`src/vioc_pkg.sv`:
```
package vioc_pkg;
    // Register map
    localparam logic [11:0] VIOC_CTRL_ADDR    = 12'h000;
    localparam logic [15:0] VIOC_CTRL_RESET   = 16'h0000;
    localparam logic [15:0] VIOC_CTRL_WMASK   = 16'h7FFF;
    localparam logic [15:0] VIOC_READ_ZERO    = 16'h0000;
    // Control field positions
    localparam int VIOC_SYNC_REMAP_BIT        = 14;
    localparam int VIOC_FLAG_REFRESH_BIT      = 12;
    localparam int VIOC_CHECK_INSERT_BIT      = 11;
    localparam int VIOC_H_SELECT_BIT          = 10;
    localparam int VIOC_ANC_FIFO_BIT          = 9;
    localparam int VIOC_PIN_OVERRIDE_BIT      = 7;
    localparam int VIOC_FORMAT_SEL_BIT        = 6;
    localparam int VIOC_BAD_WORD_BIT          = 4;
    localparam int VIOC_ANC_CHECKSUM_BIT      = 3;
    localparam int VIOC_LINE_CRC_BIT          = 2;
    localparam int VIOC_LINE_NUMBER_BIT       = 1;
    localparam int VIOC_SYNC_INSERT_BIT       = 0;
    // Command word layout
    localparam int VIOC_CMD_READ_BIT          = 15;
    localparam int VIOC_CMD_AINC_BIT          = 12;
    localparam logic [3:0]  VIOC_WORD_LAST    = 4'hF;
    localparam logic [3:0]  VIOC_CNT_ZERO     = 4'h0;
    localparam logic [3:0]  VIOC_CNT_ONE      = 4'h1;
    localparam logic [11:0] VIOC_ADDR_ONE     = 12'h001;
    localparam logic [11:0] VIOC_ADDR_ZERO    = 12'h000;
    localparam logic [15:0] VIOC_WORD_ZERO    = 16'h0000;
    // Serial link phase
    typedef enum logic [1:0] {
        VIOC_IDLE  = 2'b00,
        VIOC_CMD   = 2'b01,
        VIOC_WRITE = 2'b10,
        VIOC_READ  = 2'b11
    } vioc_phase_t;
endpackage

```
`src/vioc_serial.sv`:
```
`timescale 1ns/10ps
`default_nettype none
module vioc_serial (
    input  wire logic                   sys_clk,      // System clock
    input  wire logic                   reset,        // Async reset, high
    input  wire logic                   host_sclk,    // Host burst clock
    input  wire logic                   host_sdin,    // Host serial data in
    input  wire logic                   host_cs_n,    // Host select, low
    input  wire logic [15:0]            rd_data,      // Read word at addr
    output logic                        host_sdout,   // Serial data out
    output logic [11:0]                 addr,         // Current address
    output logic                        wr_stb,       // Write pulse
    output logic [15:0]                 wr_data       // Write word
);
    import vioc_pkg::*;

    vioc_phase_t phase_reg, phase_next;
    logic        sclk_reg;
    logic [3:0]  cnt_reg;
    logic [15:0] shin_reg;
    logic [15:0] shout_reg;
    logic        ainc_reg;
    logic        load_reg;
    logic [11:0] addr_reg;
    logic        sdout_reg;
    logic        wr_reg;
    logic [15:0] wdat_reg;

    // Edge and word decode
    wire         rise      = host_sclk & ~sclk_reg & ~host_cs_n;
    wire         fall      = ~host_sclk & sclk_reg & ~host_cs_n;
    wire [15:0]  word      = {shin_reg[14:0], host_sdin};
    wire         word_done = rise & (cnt_reg == VIOC_WORD_LAST);
    wire         cmd_done  = word_done & (phase_reg == VIOC_CMD);
    wire         data_done = word_done & (phase_reg != VIOC_CMD);
    wire         addr_step = ainc_reg & ((data_done & (phase_reg == VIOC_READ)) | wr_reg); // Write steps after strobe

    // Phase sequencing
    always_comb begin
        phase_next = phase_reg;
        case (phase_reg)
            VIOC_IDLE:  phase_next = host_cs_n ? VIOC_IDLE : VIOC_CMD;
            VIOC_CMD:   if (cmd_done) begin
                            phase_next = word[VIOC_CMD_READ_BIT] ? VIOC_READ : VIOC_WRITE;
                        end
            VIOC_WRITE: phase_next = VIOC_WRITE;
            VIOC_READ:  phase_next = VIOC_READ;
            default:    phase_next = VIOC_IDLE;
        endcase
        if (host_cs_n) begin
            phase_next = VIOC_IDLE;
        end
    end

    // Shift and count
    always_ff @(posedge sys_clk or posedge reset) begin
        if (reset) begin
            phase_reg <= VIOC_IDLE;
            sclk_reg  <= 1'b0;
            cnt_reg   <= VIOC_CNT_ZERO;
            shin_reg  <= VIOC_WORD_ZERO;
            ainc_reg  <= 1'b0;
        end else begin
            phase_reg <= phase_next;
            sclk_reg  <= host_sclk;
            cnt_reg   <= host_cs_n ? VIOC_CNT_ZERO : (rise ? cnt_reg + VIOC_CNT_ONE : cnt_reg);
            shin_reg  <= rise ? word : shin_reg;
            ainc_reg  <= cmd_done ? word[VIOC_CMD_AINC_BIT] : ainc_reg;
        end
    end

    // Address, write strobe and read loading
    always_ff @(posedge sys_clk or posedge reset) begin
        if (reset) begin
            addr_reg <= VIOC_ADDR_ZERO;
            wr_reg   <= 1'b0;
            wdat_reg <= VIOC_WORD_ZERO;
            load_reg <= 1'b0;
        end else begin
            addr_reg <= cmd_done ? word[11:0] : (addr_step ? addr_reg + VIOC_ADDR_ONE : addr_reg);
            wr_reg   <= data_done & (phase_reg == VIOC_WRITE);
            wdat_reg <= data_done ? word : wdat_reg;
            load_reg <= (cmd_done & word[VIOC_CMD_READ_BIT]) | (data_done & (phase_reg == VIOC_READ));
        end
    end

    // Read data out on falling edges, loop-through otherwise
    always_ff @(posedge sys_clk or posedge reset) begin
        if (reset) begin
            shout_reg <= VIOC_WORD_ZERO;
            sdout_reg <= 1'b0;
        end else begin
            if (load_reg) begin
                shout_reg <= rd_data;
            end else if (fall & (phase_reg == VIOC_READ)) begin
                shout_reg <= {shout_reg[14:0], 1'b0};
            end
            sdout_reg <= (phase_reg == VIOC_READ) ? (fall ? shout_reg[15] : sdout_reg) : host_sdin;
        end
    end

    assign host_sdout = sdout_reg;
    assign addr       = addr_reg;
    assign wr_stb     = wr_reg;
    assign wr_data    = wdat_reg;
endmodule // vioc_serial
`default_nettype wire

```
`src/vioc_top.sv`:
```
`timescale 1ns/10ps
`default_nettype none
// What this block does
// bit 14 set stops sync word remapping on stream one, level A, HD, SD.
// bit 12 set stops updating of error detection flags.
// bit 11 set stops error check word correction and insertion.
// select bit 10 low: H high over whole line blanking incl. sync words.
// select bit 10 high: H follows the H bit of received sync words.
// H selection only acts while the F V H timing format is chosen.
// bit 9 set disables the ancillary capture FIFO.
// bit 7 set ignores the format pin and uses the register format bit.
// format bit 0 gives F V H timing, 1 gives CEA-861 timing.
// bit 4 set stops illegal word remapping.
// bit 3 set stops ancillary checksum insertion.
// bit 2 set stops line CRC word insertion.
// bit 1 set stops line number insertion.
// bit 0 set stops sync word insertion.
// reserved bits do nothing; top bit reads zero, others keep writes.
module vioc_top (
    input  wire logic                   sys_clk,                        // System clock
    input  wire logic                   reset,                          // Async reset, high
    input  wire logic                   host_sclk,                      // Host burst clock
    input  wire logic                   host_sdin,                      // Host serial data in
    input  wire logic                   host_cs_n,                      // Host select, low
    output logic                        host_sdout,                     // Host serial data out
    input  wire logic                   timing_format_pin,              // Format select pin
    input  wire logic                   line_blank,                     // Line blanking incl. sync words
    input  wire logic                   trs_h_bit,                      // H bit of received sync words
    output logic                        sync_word_remap_off,            // Stop sync word remap
    output logic                        error_flag_refresh_off,         // Stop flag update
    output logic                        error_check_insert_off,         // Stop check word insert
    output logic                        ancillary_capture_fifo_off,     // Disable capture FIFO
    output logic                        bad_word_remap_off,             // Stop illegal word remap
    output logic                        ancillary_checksum_insert_off,  // Stop checksum insert
    output logic                        line_crc_insert_off,            // Stop line CRC insert
    output logic                        line_number_insert_off,         // Stop line number insert
    output logic                        sync_word_insert_off,           // Stop sync word insert
    output logic                        cea_timing_sel,                 // Effective CEA-861 format
    output logic                        h_indication                    // Horizontal blanking out
);
    import vioc_pkg::*;

    logic [15:0] ctrl_reg;
    logic [15:0] ctrl_next;
    logic [10:0] outs_reg;
    logic [10:0] outs_next;
    logic [11:0] addr;
    logic        wr_stb;
    logic [15:0] wr_data;
    logic [15:0] rd_data;

    // Serial host engine
    vioc_serial u_serial (
        .sys_clk    (sys_clk),
        .reset      (reset),
        .host_sclk  (host_sclk),
        .host_sdin  (host_sdin),
        .host_cs_n  (host_cs_n),
        .rd_data    (rd_data),
        .host_sdout (host_sdout),
        .addr       (addr),
        .wr_stb     (wr_stb),
        .wr_data    (wr_data)
    );

    // Address decode and read mux
    wire         ctrl_hit  = (addr == VIOC_CTRL_ADDR);
    wire         ctrl_wr   = wr_stb & ctrl_hit;
    assign rd_data   = ctrl_hit ? ctrl_reg : VIOC_READ_ZERO;
    assign ctrl_next = ctrl_wr ? (wr_data & VIOC_CTRL_WMASK) : ctrl_reg;

    // Timing format and H indication
    wire         fmt_cea   = ctrl_reg[VIOC_PIN_OVERRIDE_BIT] ? ctrl_reg[VIOC_FORMAT_SEL_BIT]
                                                             : timing_format_pin; // see R8
    wire         h_fvh     = ctrl_reg[VIOC_H_SELECT_BIT] ? trs_h_bit : line_blank; // see R4
    wire         h_next    = fmt_cea ? 1'b0 : h_fvh;

    // Datapath control outputs
    assign outs_next = {
        ctrl_reg[VIOC_SYNC_REMAP_BIT],
        ctrl_reg[VIOC_FLAG_REFRESH_BIT],
        ctrl_reg[VIOC_CHECK_INSERT_BIT],
        ctrl_reg[VIOC_ANC_FIFO_BIT],
        ctrl_reg[VIOC_BAD_WORD_BIT],
        ctrl_reg[VIOC_ANC_CHECKSUM_BIT],
        ctrl_reg[VIOC_LINE_CRC_BIT],
        ctrl_reg[VIOC_LINE_NUMBER_BIT],
        ctrl_reg[VIOC_SYNC_INSERT_BIT],
        fmt_cea,
        h_next
    };

    // Control register and output flops
    always_ff @(posedge sys_clk or posedge reset) begin
        if (reset) begin
            ctrl_reg <= VIOC_CTRL_RESET;
            outs_reg <= 11'h000;
        end else begin
            ctrl_reg <= ctrl_next;
            outs_reg <= outs_next;
        end
    end

    assign sync_word_remap_off           = outs_reg[10];
    assign error_flag_refresh_off        = outs_reg[9];
    assign error_check_insert_off        = outs_reg[8];
    assign ancillary_capture_fifo_off    = outs_reg[7];
    assign bad_word_remap_off            = outs_reg[6];
    assign ancillary_checksum_insert_off = outs_reg[5];
    assign line_crc_insert_off           = outs_reg[4];
    assign line_number_insert_off        = outs_reg[3];
    assign sync_word_insert_off          = outs_reg[2];
    assign cea_timing_sel                = outs_reg[1];
    assign h_indication                  = outs_reg[0];
endmodule // vioc_top
`default_nettype wire

```
`config.mk`:
```
export PLATFORM = sky130hd
export DESIGN_NAME = vioc_top
export DESIGN_NICKNAME = d
export VERILOG_FILES = /design/src/vioc_pkg.sv /design/src/vioc_serial.sv /design/src/vioc_top.sv
export SDC_FILE = /design/constraint.sdc
export NUM_CORES = 1
export LEC_CHECK = 0
export ABC_AREA = 1
export BUFFER_PORTS_ARGS = -buffer_cell sky130_fd_sc_hd__buf_2
export CORE_MARGIN = 1.5
export CORE_UTILIZATION = 65
export DETAILED_ROUTE_END_ITERATION = 10
export PLACE_DENSITY = 0.88
export SLEW_MARGIN = 10
export SYNTH_ARGS = -nofsm -noshare
export SYNTH_HDL_FRONTEND = slang
export SYNTH_SLANG_ARGS = --single-unit
```
`constraint.sdc`:
```
create_clock -name sys_clk -period 5.4 [get_ports sys_clk]
set_input_delay 1.08 -clock sys_clk [delete_from_list [all_inputs] [get_ports sys_clk]]
set_output_delay 1.08 -clock sys_clk [all_outputs]
set_load 0.005 [all_outputs]
```
==> impl_metrics.yaml <==
run_status:
  outcome: "finished, final reports clean"
yosys:
  synth_seq_cells: 95
  ys_types: 35
  synth_edf_count: 0
  synth_area_um2: 4210
  synth-main-ff-cell: "dfrtp_1"
  synth_warnings: 0
  yosysSeqAreaShare_pct: 56.4
  synthCells: 479
  syn_avg_cell_area_um2: 8.79
  synthArstFlopShare_pct: 100
  syn-num-nets: 490
clock_tree:
  cts_made_buffers: 9
  clk_pin_slew_worst_paths_ns: 0.09
  cts_tree: "yes"
  htreeDepth: 3
  root_buffer: "clkbuf_8"
  clkSinkCount: 95
  clockBufferDepth: 2
  cts_resized: 0
  cts_hold_buf: 0
  worst_skew_pair.late_latency_ns: 0.36
  cts_setup_buffers: 0
sta:
  skew_ns: 0.0102
  max_slew.worst_pin.slew_ns: 0.827
  fmax_mhz: 358
  setup_viol: 0
  hold_viol: 0
  max_slew_margin_pct: 44.8
  setup_slack_ns: 2.61
  drv_slew: 0
  whs_ns: 0.412
  rsz0062_at_grt: "no"
  setup_tns_ns: 0
  fin_crit_sh_pct: 51.7
  fin_crit_ns: 2.79
layout:
  n_antenna_cell: 0
  drive_above_1_share_pct: 11.4
  largest_reg_flops: 16
  areaGrowthSynthToFinish_pct: 6.77
  final_area_um2: 4500
  stdcell_count: 570
  regArea_um2: 2380
  finalNetCount: 500
  multi_input_area_um2: 1600
  nFillCells: 488
power_and_ir_drop:
  p_leak_nw: 2.22
  power_per_cell_area_nw_per_um2: 296
  vdd_drop_max_mv: 0.202
global_route:
  grt_max_degree: 50
  grt_pass1_wl_um: 15100
  grt_usage_pct: 27.5
  grt_pass1_vias: 3196
  grt-ovfl-total: 0
  grt_antenna_before_repair: 0
critical_path:
  cp_max_fo: 25
  worstSetupPathType: "input port to flip-flop"
  crit_end: "u_serial.wr_data[4]$_DFFE_PP0N_"
  crit_start: "host_sclk"
  crit_top_cell: "nand2_1"
  critPathMaxStageDelay_ns: 0.46
  crit_required_ns: 5.62
  setup.worst_path.end_class: "flip-flop"
  cp_cell_sequence: "buf_2, nand2_2, nor2_4, nand2_1, nor2_1, inv_1, nand2_1, o21ai_1"
  r2r_slack_ns: 3.00
  cp-start-kind: "input port"
  reg2reg_from: "u_serial.sclk_reg$_DFF_PP0_"
  slowest_stage: "nor2_1"
  reg2regPathDepth: 8
  regToRegEndpoint: "u_serial.wr_data[4]$_DFFE_PP0N_"
  cp.arrival_ns: 3.02
placement:
  dp_cells: 555
  hpwl_um: 6060
  place_area_um2: 4290
  pre_cts_ws_ns: 2.26
  globalplace.congestion: 0.894
  io_buffers: 19
detailed_routing:
  drc: 0
  post_drt_wl_per_cell_um: 15.4
  dr.pass1.iters: 5
  routed_via_density: 5.74
  dr.first_iter.drc_count: 209
  drtAntennaViolNets: 0
  routed_wl_um: 8800
  vias: 3274
floorplanning:
  dieArea_um2: 6970
  coreArea_um2: 6310
  ios: 20
  start_util_pct: 66.7
  die_width_um: 83.5
  row_count: 29
  die_h_um: 83.5
run:
  cap_violations: 0
hold_path:
  min_path_type: "flip-flop to flip-flop"
-- critical path, delay by kind of cell --
family / cells / cell delay, ns
buffers and inverters: 2 / 0.52
AO/OA/AOI/OAI: 1 / 0.08
AND/OR/NAND/NOR: 5 / 1.33
-- layout make-up --
cell class,instances,area share [%]
flip-flops and latches,95,52.9
clock inverters,4,1.17
clock buffers,11,3.37
repair buffers,20,2.28
multi-input cells,331,35.5
inverters,32,2.70
well taps,77,2.14
-- per-layer routing --
layer  global-route usage (%)  up-vias  wire length [um]
met5                        0        -                 0
li1                         -     1591                 -
met4                     9.69        0               218
met1                     36.7     1595              3930
met2                     45.2       70              4350
met3                     6.03       18               299
-- placed cells by master, fill, tap and decap left out, types with 5 or more instances in the layout --
cell        n
o21ai_0    41
nand4_1    12
nand2_1   151
nand3_1    48
clkbuf_8   11
inv_2       5
nor2_1     23
o21ai_1     8
dfrtp_1    95
a21oi_1    14
buf_2      19
inv_1      26
o22ai_1     5
-- kinds of logic after synthesis --
group	Yosys count	share of synthesized area (%)
flops	95	56.4
xor+xnor	4	0.832
buf+inv	53	5.67
compound gates	72	8.97
simple gates	251	27.0
mux	1	0.238
fa+ha+maj	3	0.891
-- cell usage after synthesis (8+ instances only) --
cell type / number / area [um^2]
a21oi_1: 14 / 70.1
o21ai_0: 41 / 205
clkbuf_1: 8 / 30.0
nor2_1: 23 / 86.3
o21ai_1: 8 / 40.0
nand3_1: 48 / 240
inv_1: 27 / 101
nand4_1: 12 / 75.1
buf_2: 8 / 40.0
nand2_1: 151 / 567
dfrtp_1: 95 / 2380
-- through the flow --
step | util (%) | power, mW
floorplan | - | 0.827
global placement | 68.0 | 0.852
detailed placement | 68.0 | 0.858
CTS | 71.2 | 1.33
global route | 71.2 | 1.37
finish | 71.2 | 1.33
-- worst min path at each step --
stage | start | end | depth (start not counted) | slack (ns)
3_5_place_dp | ctrl_reg[9]$_DFFE_PP0P_ | outs_reg[7]$_DFF_PP0_ | 0 | 0.40
4_1_cts | ctrl_reg[11]$_DFFE_PP0P_ | outs_reg[8]$_DFF_PP0_ | 0 | 0.42
6_report | ctrl_reg[9]$_DFFE_PP0P_ | outs_reg[7]$_DFF_PP0_ | 0 | 0.41
3_3_place_gp | ctrl_reg[11]$_DFFE_PP0P_ | outs_reg[8]$_DFF_PP0_ | 0 | 0.39
5_1_grt | ctrl_reg[1]$_DFFE_PP0P_ | outs_reg[3]$_DFF_PP0_ | 0 | 0.43
2_1_floorplan | ctrl_reg[0]$_DFFE_PP0P_ | outs_reg[2]$_DFF_PP0_ | 0 | 0.37
-- report_power, final --
part	total (mW)	internal, mW	switching (mW)	leakage [nW]
Clock	0.487	0.240	0.247	0.106
Combinational	0.0705	0.0203	0.0502	0.904
Sequential	0.776	0.745	0.0309	1.21
(Power assumes the default switching activity.)
